### config.mk
export PLATFORM = sky130hd
export DESIGN_NAME = mmd_decoder
export DESIGN_NICKNAME = d
export VERILOG_FILES = /design/src/verilog/mmd_pkg.sv /design/src/verilog/mmd_decoder.sv
export VERILOG_INCLUDE_DIRS = /design/src /design/src/verilog
export SDC_FILE = /design/constraint.sdc
export NUM_CORES = 1
export LEC_CHECK = 0
export ABC_CLOCK_PERIOD_IN_PS = 2970
export BUFFER_PORTS_ARGS = -buffer_cell sky130_fd_sc_hd__clkbuf_2
export CORE_ASPECT_RATIO = 1.75
export CORE_MARGIN = 5
export CORE_UTILIZATION = 48
export CTS_BUF_LIST = sky130_fd_sc_hd__clkbuf_4 sky130_fd_sc_hd__clkbuf_8
export DETAILED_ROUTE_END_ITERATION = 10
export PLACE_DENSITY = 0.86
export SLEW_MARGIN = 20
export SYNTH_ARGS = -nofsm -noshare
export SYNTH_HDL_FRONTEND = slang
export SYNTH_SLANG_ARGS = --single-unit
### constraint.sdc
create_clock -name clk_sys -period 2.97 [get_ports clk_sys]
set_input_delay 0.1485 -clock clk_sys [delete_from_list [all_inputs] [get_ports clk_sys]]
set_output_delay 0.1485 -clock clk_sys [all_outputs]
set_load 0.02 [all_outputs]
### src/verilog/mmd_defs.svh
/*
 memory map decoder constants: region bounds, register addresses, option bit positions.
 assumes inclusion by bare name from the package and the decoder.
*/
`ifndef MMD_DEFS_SVH
`define MMD_DEFS_SVH

`define MMD_ADDR_W        13
`define MMD_IO_LAST       13'h001f
`define MMD_P0_RSV_FIRST  13'h0020
`define MMD_P0_RSV_LAST   13'h002f
`define MMD_P0_RAM_FIRST  13'h0030
`define MMD_P0_RAM_LAST   13'h004f
`define MMD_P0_PROM_LAST  13'h005f
`define MMD_BASE_RAM_LAST 13'h00ff
`define MMD_P1_RAM_FIRST  13'h0100
`define MMD_P1_RAM_LAST   13'h015f
`define MMD_BOOT_FIRST    13'h1f00
`define MMD_BOOT_LAST     13'h1fef
`define MMD_OPT_ADDR      13'h1fdf
`define MMD_FOPT1_ADDR    13'h1ff0
`define MMD_FOPT2_ADDR    13'h1ff1
`define MMD_BIT_P0_RAM    7
`define MMD_BIT_P1_RAM    6
`define MMD_BIT_SEC       3
`define MMD_BIT_IRQ_LVL   1
`define MMD_BIT_SPARE     2
`define MMD_SP_RESET      8'hff
`define MMD_PC_RESET      13'h0000
`define MMD_ONE13         13'h0001
`define MMD_ONE8          8'h01

`endif

### src/verilog/mmd_pkg.sv
/*
 memory map decoder types: target selection and bus request grouping.
 assumes mmd_defs.svh is on the include path.
*/
`include "mmd_defs.svh"

package mmd_pkg;

  typedef enum logic [6:0] {
    MMD_T_IO    = 7'h01,
    MMD_T_RAM   = 7'h02,
    MMD_T_PROM  = 7'h04,
    MMD_T_BOOT  = 7'h08,
    MMD_T_OPT   = 7'h10,
    MMD_T_FOPT  = 7'h20,
    MMD_T_RSV   = 7'h40
  } mmd_target_t;

  typedef struct packed {
    logic [15:0] addr;
    logic        rd;
    logic        wr;
    logic [7:0]  wdata;
  } mmd_req_t;

  typedef struct packed {
    logic [7:0]  opt;
    logic [7:0]  sp;
    logic [12:0] pc;
    logic        irq_once;
    mmd_target_t tgt;
    logic [12:0] local_addr;
    logic [7:0]  rdata;
  } mmd_state_t;

endpackage

### src/verilog/mmd_decoder.sv
/*
 memory map decoder for an 8-bit core with an 8 Kbyte space: selects one target per
 access, holds the option register, and keeps stack pointer and program counter
 bookkeeping. assumes core strobes are synchronous to clk_sys (bus clock) and that
 the targets return read data combinationally in the access cycle.
*/
// Contract
// - every 8K access selects exactly one target
// - registers use ordinary load and store cycles
// - lowest 32 bytes select register page
// - option and factory registers at fixed addresses
// - stack pointer decrements on push, increments on pull
// - stack lives in RAM
// - code from PROM, variables from RAM
// - program counter advances one per fetch
// - page zero select maps RAM at 0030
// - page one select maps RAM at 0100
// - any reset clears both RAM selects
// - 1F00-1FEF selects bootloader ROM, except 1FDF (option register)
`timescale 1ns/10ps
`include "mmd_defs.svh"

module mmd_decoder (
  input  wire logic              clk_sys,
  input  wire logic              rst,
  input  wire mmd_pkg::mmd_req_t req,
  input  wire logic              push,
  input  wire logic              pull,
  input  wire logic              fetch,
  input  wire logic              pc_load,
  input  wire logic [12:0]       pc_value,
  input  wire logic [7:0]        sec_cell,
  input  wire logic [7:0]        factory_option_one,
  input  wire logic [7:0]        factory_option_two,
  input  wire logic [7:0]        io_rdata,
  input  wire logic [7:0]        ram_rdata,
  input  wire logic [7:0]        prom_rdata,
  input  wire logic [7:0]        boot_rdata,
  output logic [6:0]             target_reg,
  output logic [12:0]            local_addr_reg,
  output logic [7:0]             rdata_reg,
  output logic                   page_zero_ram_select,
  output logic                   page_one_ram_select,
  output logic                   irq_level_sense,
  output logic [7:0]             stack_ptr_reg,
  output logic [12:0]            prog_cnt_reg
);

  mmd_pkg::mmd_state_t  st_reg;
  mmd_pkg::mmd_state_t  st_next;
  logic [12:0]          a;
  mmd_pkg::mmd_target_t tgt;

  // ----------------------------------------------------------------
  // helpers
  // ----------------------------------------------------------------
  // inclusive on both ends, so each region reads as first..last
  function automatic logic in_span(input logic [12:0] ad,
                                   input logic [12:0] lo,
                                   input logic [12:0] hi);
    return (ad >= lo) && (ad <= hi);
  endfunction

  // one step of the 8-bit stack pointer; both strobes together cancel
  function automatic logic [7:0] step8(input logic [7:0] v,
                                       input logic       dn,
                                       input logic       up);
    logic [7:0] r;
    r = v;
    if (dn && !up)
      r = v - `MMD_ONE8;
    else if (up && !dn)
      r = v + `MMD_ONE8;
    return r;
  endfunction

  // a load wins over a fetch in the same cycle, as a jump replaces the next fetch
  function automatic logic [12:0] pc_step(input logic [12:0] pc,
                                          input logic        ld,
                                          input logic [12:0] value,
                                          input logic        inc);
    logic [12:0] r;
    r = pc;
    if (ld)
      r = value;
    else if (inc)
      r = pc + `MMD_ONE13;
    return r;
  endfunction

  // bits 5, 4 and 0 are never stored, so they read back as zero;
  // the security bit lives in a nonvolatile cell and is only shown here
  function automatic logic [7:0] opt_image(input logic [7:0] opt,
                                           input logic       sec);
    logic [7:0] r;
    r = '0;
    r[`MMD_BIT_P0_RAM]  = opt[`MMD_BIT_P0_RAM];
    r[`MMD_BIT_P1_RAM]  = opt[`MMD_BIT_P1_RAM];
    r[`MMD_BIT_SEC]     = sec;
    r[`MMD_BIT_SPARE]   = opt[`MMD_BIT_SPARE];
    r[`MMD_BIT_IRQ_LVL] = opt[`MMD_BIT_IRQ_LVL];
    return r;
  endfunction

  // level sense may only be cleared, and only by the first write after reset
  function automatic logic [7:0] opt_merge(input logic [7:0] opt,
                                           input logic [7:0] wd,
                                           input logic       once);
    logic [7:0] r;
    r = opt;
    r[`MMD_BIT_P0_RAM] = wd[`MMD_BIT_P0_RAM];
    r[`MMD_BIT_P1_RAM] = wd[`MMD_BIT_P1_RAM];
    r[`MMD_BIT_SPARE]  = wd[`MMD_BIT_SPARE];
    if (!once)
      r[`MMD_BIT_IRQ_LVL] = opt[`MMD_BIT_IRQ_LVL] & wd[`MMD_BIT_IRQ_LVL];
    return r;
  endfunction

  // read data of the addressed target; reserved and unknown codes read zero
  function automatic logic [7:0] read_pick(input mmd_pkg::mmd_target_t t,
                                           input logic [12:0]          ad,
                                           input logic [7:0]           opt_rd,
                                           input logic [7:0]           io_rd,
                                           input logic [7:0]           ram_rd,
                                           input logic [7:0]           prom_rd,
                                           input logic [7:0]           boot_rd,
                                           input logic [7:0]           fopt1_rd,
                                           input logic [7:0]           fopt2_rd);
    logic [7:0] r;
    case (t)
      mmd_pkg::MMD_T_IO:   r = io_rd;
      mmd_pkg::MMD_T_RAM:  r = ram_rd;
      mmd_pkg::MMD_T_PROM: r = prom_rd;
      mmd_pkg::MMD_T_BOOT: r = boot_rd;
      mmd_pkg::MMD_T_OPT:  r = opt_rd;
      mmd_pkg::MMD_T_FOPT: begin
        if (ad == `MMD_FOPT1_ADDR)
          r = fopt1_rd;
        else
          r = fopt2_rd;
      end
      mmd_pkg::MMD_T_RSV:  r = 8'h00;
      default:             r = 8'h00;
    endcase
    return r;
  endfunction

  // ----------------------------------------------------------------
  // decode
  // ----------------------------------------------------------------
  function automatic mmd_pkg::mmd_target_t decode(input logic [12:0] ad,
                                                  input logic        p0,
                                                  input logic        p1);
    mmd_pkg::mmd_target_t t;
    // whatever no region below claims is program memory
    t = mmd_pkg::MMD_T_PROM;
    if (ad <= `MMD_IO_LAST)
      t = mmd_pkg::MMD_T_IO;
    else if (p0 && in_span(ad, `MMD_P0_RSV_FIRST, `MMD_P0_RSV_LAST))
      t = mmd_pkg::MMD_T_RSV;
    else if (p0 && in_span(ad, `MMD_P0_RAM_FIRST, `MMD_P0_RAM_LAST))
      t = mmd_pkg::MMD_T_RAM;
    else if (ad <= `MMD_P0_PROM_LAST)
      t = mmd_pkg::MMD_T_PROM;
    else if (ad <= `MMD_BASE_RAM_LAST)
      t = mmd_pkg::MMD_T_RAM;
    else if (p1 && in_span(ad, `MMD_P1_RAM_FIRST, `MMD_P1_RAM_LAST))
      t = mmd_pkg::MMD_T_RAM;
    // the option register sits inside the boot range and takes precedence
    else if (ad == `MMD_OPT_ADDR)
      t = mmd_pkg::MMD_T_OPT;
    else if (ad == `MMD_FOPT1_ADDR || ad == `MMD_FOPT2_ADDR)
      t = mmd_pkg::MMD_T_FOPT;
    else if (in_span(ad, `MMD_BOOT_FIRST, `MMD_BOOT_LAST))
      t = mmd_pkg::MMD_T_BOOT;
    // one assignment per path keeps the code one-hot
    return t;
  endfunction

  // upper bits dropped on purpose so out-of-range addresses alias
  assign a = req.addr[12:0];
  assign tgt = decode(a, st_reg.opt[`MMD_BIT_P0_RAM], st_reg.opt[`MMD_BIT_P1_RAM]);

  // ----------------------------------------------------------------
  // next state
  // ----------------------------------------------------------------
  always_comb begin
    st_next            = st_reg;
    st_next.tgt        = tgt;
    st_next.local_addr = a;
    // read data holds between reads so the core may pick it up late
    if (req.rd)
      st_next.rdata = read_pick(tgt, a, opt_image(st_reg.opt, sec_cell[`MMD_BIT_SEC]),
                                io_rdata, ram_rdata, prom_rdata, boot_rdata,
                                factory_option_one, factory_option_two);
    if (req.wr && tgt == mmd_pkg::MMD_T_OPT) begin
      st_next.opt      = opt_merge(st_reg.opt, req.wdata, st_reg.irq_once);
      st_next.irq_once = 1'b1;
    end
    st_next.sp = step8(st_reg.sp, push, pull);
    st_next.pc = pc_step(st_reg.pc, pc_load, pc_value, fetch);
  end

  // ----------------------------------------------------------------
  // state register
  // ----------------------------------------------------------------
  always_ff @(posedge clk_sys or posedge rst) begin
    if (rst) begin
      st_reg <= '0;
      st_reg.opt[`MMD_BIT_IRQ_LVL] <= 1'b1;
      st_reg.sp <= `MMD_SP_RESET;
      st_reg.pc <= `MMD_PC_RESET;
      st_reg.tgt <= mmd_pkg::MMD_T_IO;
    end else begin
      st_reg <= st_next;
    end
  end

  // ----------------------------------------------------------------
  // outputs, wired straight from the state register
  // ----------------------------------------------------------------
  always_comb begin
    target_reg           = st_reg.tgt;
    local_addr_reg       = st_reg.local_addr;
    rdata_reg            = st_reg.rdata;
    page_zero_ram_select = st_reg.opt[`MMD_BIT_P0_RAM];
    page_one_ram_select  = st_reg.opt[`MMD_BIT_P1_RAM];
    irq_level_sense      = st_reg.opt[`MMD_BIT_IRQ_LVL];
    stack_ptr_reg        = st_reg.sp;
    prog_cnt_reg         = st_reg.pc;
  end

endmodule

==> results of run 1 <==
stage by stage:
step | utilization | total power, mW | worst slack [ns]
CTS | 0.5776 | 2.093 | 0.5185
detailed placement | 0.5496 | 1.651 | 0.5160
global placement | 0.5496 | 1.615 | 0.5880
floorplan | - | 1.536 | 0.8506
global route | 0.5776 | 2.217 | 0.3537
finish | 0.5776 | 2.072 | 0.4968
report_power, final:
| part | switching, mW | internal [mW] |
|---|---|---|
| sequential | 0.0813 | 0.872 |
| clock | 0.234 | 0.196 |
| combinational | 0.406 | 0.284 |
layout by cell type (no fill, tap or decap), drive strengths merged, types with 4 or more instances in the layout:
| master | netlist | routed |
|---|---|---|
| a221oi | 5 | 5 |
| nand3 | 9 | 9 |
| xnor2 | 4 | 4 |
| dfstp | 10 | 10 |
| clkbuf | 7 | 146 |
| mux2 | 4 | 4 |
| nand4 | 4 | 4 |
| nor2 | 9 | 9 |
| inv | 10 | 10 |
| and3 | 6 | 6 |
| nand2 | 45 | 45 |
| a22oi | 5 | 5 |
| o21ai | 33 | 33 |
| dlygate4sd3 | 0 | 9 |
| a21oi | 13 | 13 |
| o211ai | 5 | 5 |
| mux2i | 10 | 10 |
| xor2 | 13 | 13 |
| dfrtp | 44 | 44 |
| ha | 8 | 8 |
metal layers:
metal / vias up / wire, um / global-route usage
met2: 121 / 4592 / 0.3618
li1: 1299 / - / -
met5: - / 0 / 0
met4: 0 / 170 / 0.07176
met3: 12 / 545 / 0.03767
met1: 1340 / 2944 / 0.2328
final timing paths:
path | from | to | slack [ns]
worst max-delay path | req[20] | rdata_reg[4] | 0.50
worst min-delay path | req[18] | local_addr_reg[8] | 0.02
worst max register to register | stack_ptr_reg[1] | stack_ptr_reg[7] | 0.61
worst min register to register | st_reg[28] | st_reg[28] | 0.48
max in group asynchronous | rst | stack_ptr_reg[1] | 1.77
min in group asynchronous | rst | prog_cnt_reg[6] | 0.36
area by class of cell:
| class | count | area [um2] | share of cell area |
|---|---|---|---|
| clock buffer | 8 | 91.34 | 0.02437 |
| inverter | 10 | 37.54 | 0.01001 |
| multi-input combinational | 206 | 1365 | 0.3642 |
| sequential | 54 | 1364 | 0.3638 |
| tap | 82 | 102.6 | 0.02737 |
| timing repair buffer | 148 | 788.3 | 0.2103 |
cells in the mapped netlist, types with 2 or more instances:
master    instances  area share
nor2_1            9       0.011
a22oi_1           5       0.012
xor2_1           13       0.036
o21ai_0          33       0.052
o31a_1            2      0.0055
mux2_2            4       0.014
nand3_1           9       0.014
xnor2_1           4       0.011
dfrtp_1          44        0.35
mux2i_1          10       0.032
nor3_1            3      0.0047
o211ai_1          5       0.012
a31oi_1           3      0.0059
nand4_1           4      0.0079
dfstp_2          10       0.083
a222oi_1          3      0.0095
o21a_1            3      0.0071
nand2_1          44       0.052
a221oi_1          5       0.014
buf_4            49        0.12
a21oi_1          13       0.021
inv_1            10       0.012
ha_1              8       0.032
and3_1            6       0.012
clkbuf_1          7      0.0083
kinds of logic (layout without fill, tap and decap cells):
family	Yosys count	in the layout	synth area share
buffers and inverters	67	166	0.1379
adders and majority gates	9	9	0.03795
xor gates and xnor gates	17	17	0.04703
DFF	54	54	0.4308
muxes	14	14	0.04585
and+or+nand+nor	88	88	0.1431
AOI/OAI and AO/OA	78	78	0.1573
what timing repair did:
action | 4_1_cts | 5_1_grt
endpoints found under the hold margin | 26 | 0
hold buffers | 9 | 0
resized for setup | 0 | 0
==> flow_summary.ini, run 1 <==
[layout]
diodes = 0
area_growth_pct = 18.42
fin_cells = 508
layout.nets = 535
design_area_um2 = 3749
fill_cells = 608
drive_above_1_share = 0.3944

[yosys]
synth_ff_type = dfrtp_1
syn_inst = 327
synth_warnings = 0
ys_seq_area_frac = 0.4308
post_synth.cell_area_avg_um2 = 9.681
synth_edf_count = 0
synth.distinct_cells = 46
async_reset_ff_frac = 1.000
syn_nets = 437
ys_ff_latch = 54
syn-cell-area_um2 = 3166

[clocking]
clk_latency_ns = 0.31
cts_tree = yes
clk_path_buf_depth = 2
post_cts_buffers = 0
htree_levels = 2
cts_buffers = 5
ctsRootBufferMaster = clkbuf_8
path_clk_slew_ns = 0.09
clock_sinks = 54

[sta]
max_slew.worst_pin.slew_ns = 0.8059
hold_viol = 0
rsz0062_at_grt = no
setup_viol = 0
maxSlewHeadroom = 0.4607
slew_viol_final = 0
skew_ns = 0.006518
fmax_ghz = 0.4043
period_share = 0.8327
finalSetupTns_ns = 0
hold_ws_ns = 0.02374
min_period_ns = 2.473

[routing]
ant_nets = 0
dr.pass1.iters = 4
via_per_inst = 5.457
wl_per_cell_um = 16.24
vias = 2772
drc = 0
drtIter0Drc = 169
wirelength_um = 8252

[critical_path]
critPathSlowestCell = or4b_4
crit_fanout = 10
path_buf_inv = 2
critPathRequiredTime_ns = 3.16
rr_worst_depth = 7
cpPeakStageDelay_ns = 0.58
worstSetupPathType = in -> reg
cp_num_cells = 8
cp.arrival_ns = 2.66
endpoint_kind = register
crit_family = simple AND/OR/NAND/NOR gates
worstPathCellList = dlygate4sd3_1 > clkbuf_2 > or4_4 > or4b_4 > o22ai_4 > nor4b_4 > nand2_1 > a31oi_1
crit_path_start_kind = input port

[pwr]
p_per_area_nw_per_um2 = 552.9
power_leakage_nw = 1.886
peakVddDrop_mv = 0.2856

[placement]
place_congestion = 0.8204
dp.cells = 491
placed_area_um2 = 3567
post-dp-hpwl_um = 6464
portBuffers = 138

[floorplan]
die_area_um2 = 8383
dieHeight_um = 117.4
num_rows = 39
die_w_um = 71.39
ioPinCount = 153
core_um2 = 6490
start_util = 0.4878

[global_route]
grt_max_degree = 36
grt_pass1_wl_um = 13590
gr-total-overflow = 0
grt_pass1_vias = 2852
antenna_found_initial = 0
grt_usage = 0.2019

[min_path]
min_path_type = in -> reg
holdPathStages = 1

[status]
outcome = completed

[flow_run]
maxCapViolCount = 0
Power figures use the tool's default switching activity.
==> run 2, diff against run 1 <==
--- a/config.mk
+++ b/config.mk
@@ -6,14 +6,14 @@
 export SDC_FILE = /design/constraint.sdc
 export NUM_CORES = 1
 export LEC_CHECK = 0
-export ABC_CLOCK_PERIOD_IN_PS = 2970
+export ABC_CLOCK_PERIOD_IN_PS = 2200
 export BUFFER_PORTS_ARGS = -buffer_cell sky130_fd_sc_hd__clkbuf_2
 export CORE_ASPECT_RATIO = 1.75
 export CORE_MARGIN = 5
-export CORE_UTILIZATION = 48
+export CORE_UTILIZATION = 43
 export CTS_BUF_LIST = sky130_fd_sc_hd__clkbuf_4 sky130_fd_sc_hd__clkbuf_8
 export DETAILED_ROUTE_END_ITERATION = 10
-export PLACE_DENSITY = 0.86
+export PLACE_DENSITY = 0.81
 export SLEW_MARGIN = 20
 export SYNTH_ARGS = -nofsm -noshare
 export SYNTH_HDL_FRONTEND = slang
==> constraint.sdc (replaced) <==
create_clock -name clk_sys -period 2.2 [get_ports clk_sys]
set_input_delay 0.11 -clock clk_sys [delete_from_list [all_inputs] [get_ports clk_sys]]
set_output_delay 0.11 -clock clk_sys [all_outputs]
set_load 0.02 [all_outputs]
==> flow_summary.ini, run 2 (synthesis results as in run 1) <==
[routing]
vias = 2857
wirelength_um = 8773
drtIter0Drc = 101
via_per_inst = 5.291
wl_per_cell_um = 16.25
ant_nets = 0
drc = 0
dr.pass1.iters = 4

[layout]
mostFrequentLayoutCells = 138 x clkbuf_2, 44 x nand2_1, 44 x dfrtp_1
fill_cells = 630
regArea_um2 = 1364
post-route-util = 0.5669
final_common_cell = clkbuf_2
multiInputGateArea_um2 = 1408
drive_above_1_share = 0.4163
layout.nets = 563
area_growth_pct = 28.62
diodes = 0

[flow_run]
maxCapViolCount = 0

[sta]
finalSetupTns_ns = 0
fmax_ghz = 0.4813
hold_ws_ns = 0.01003
skew_ns = 0.01801
period_share = 0.9444
min_period_ns = 2.078
maxSlewHeadroom = 0.6111
setup_viol = 0
slew_viol_final = 0
max_slew.worst_pin.slew_ns = 0.5824
hold_viol = 0
rsz0062_at_grt = yes

[placement]
place_congestion = 0.8730
post-dp-hpwl_um = 6691
portBuffers = 138

[global_route]
antenna_found_initial = 0
grt_pass1_wl_um = 13630
grt_pass1_vias = 2868
grt_usage = 0.1932
gr-total-overflow = 0
grt_max_degree = 30

[clocking]
clk_path_buf_depth = 2
cts_tree = yes
htree_levels = 2
clock_sinks = 54
ctsRootBufferMaster = clkbuf_8
cts_buffers = 5
path_clk_slew_ns = 0.11
clk_latency_ns = 0.32

[critical_path]
crit_path_start_kind = register
worstSetupPathType = reg -> reg
path_buf_inv = 1
critPathSlowestCell = dfstp_2
worstPathCellList = ha_1 > o21ai_1 > o21ai_2 > a2111oi_4 > buf_4 > nor4_1 > nor3_1 > xor2_1
crit_fanout = 2
critPathRequiredTime_ns = 2.44
cp.arrival_ns = 2.32
crit_family = compound AO/OA/AOI/OAI gates
ff2ff_setup_slack_ns = 0.12
endpoint_kind = register
cpPeakStageDelay_ns = 0.54

[pwr]
p_per_area_nw_per_um2 = 759.5
power_leakage_nw = 2.027
peakVddDrop_mv = 0.3762

[floorplan]
die_w_um = 74.86
core_um2 = 7182
start_util = 0.4408
die_area_um2 = 9246
ioPinCount = 153
num_rows = 41
dieHeight_um = 123.5

[min_path]
min_path_type = in -> reg

[status]
outcome = completed
## run 2: path summary, 6_finish.rpt
check,depth (start not counted),endpoint,from
max,8,stack_ptr_reg[7],stack_ptr_reg[2]
min,3,rdata_reg[4],prom_rdata[4]
max reg2reg,8,stack_ptr_reg[7],stack_ptr_reg[2]
min reg2reg,1,irq_level_sense,irq_level_sense
max in group asynchronous,4,stack_ptr_reg[6],rst
min in group asynchronous,3,local_addr_reg[0],rst
## run 2: report_power, final
group	internal (mW)	switching (mW)	total (mW)
Clock	0.339	0.343	0.682
Sequential	1.18	0.106	1.28
Combinational	0.518	0.610	1.13
Total	2.03	1.06	3.09
## run 2: timing repair
item / 4_1_cts / 5_1_grt
endpoints found under the setup margin: 2 / 10
hold buffers: 21 / 0
buffers inserted: 0 / 3
gates cloned: 0 / 0
resized for setup: 5 / 6
pin swaps: 1 / 8
endpoints found under the hold margin: 43 / 0
## run 2: area by class of cell
class,count,share of cell area
clock buffers,5,0.01690
clock inverters,3,0.01106
inverters,10,0.009219
multi-input cells,206,0.3457
flip-flops and latches,54,0.3350
well taps,86,0.02643
repair buffers,176,0.2557
## run 2: tightest hold or removal path, cell delays in order
cell	delay (ns)
clkbuf_2	0.08
nand2_1	0.05
a31oi_1	0.06
## run 2: per-stage QoR
step,setup WS [ns],cell area [um2],cells,power (mW)
finish,0.1223,4071,540,3.092
global route,-0.03366,4071,540,3.298
CTS,0.01607,4018,537,3.059
detailed placement,-0.2132,3682,508,2.307
global placement,-0.04658,3682,508,2.267
floorplan,0.08057,3166,327,2.073
## run 2: layer usage
metal	track usage	part of all wire	vias to the layer above
li1	-	-	1357
met1	0.2125	0.36	1383
met2	0.3592	0.56	107
met3	0.03336	0.053	10
met4	0.06682	0.020	0
met5	0	0	-
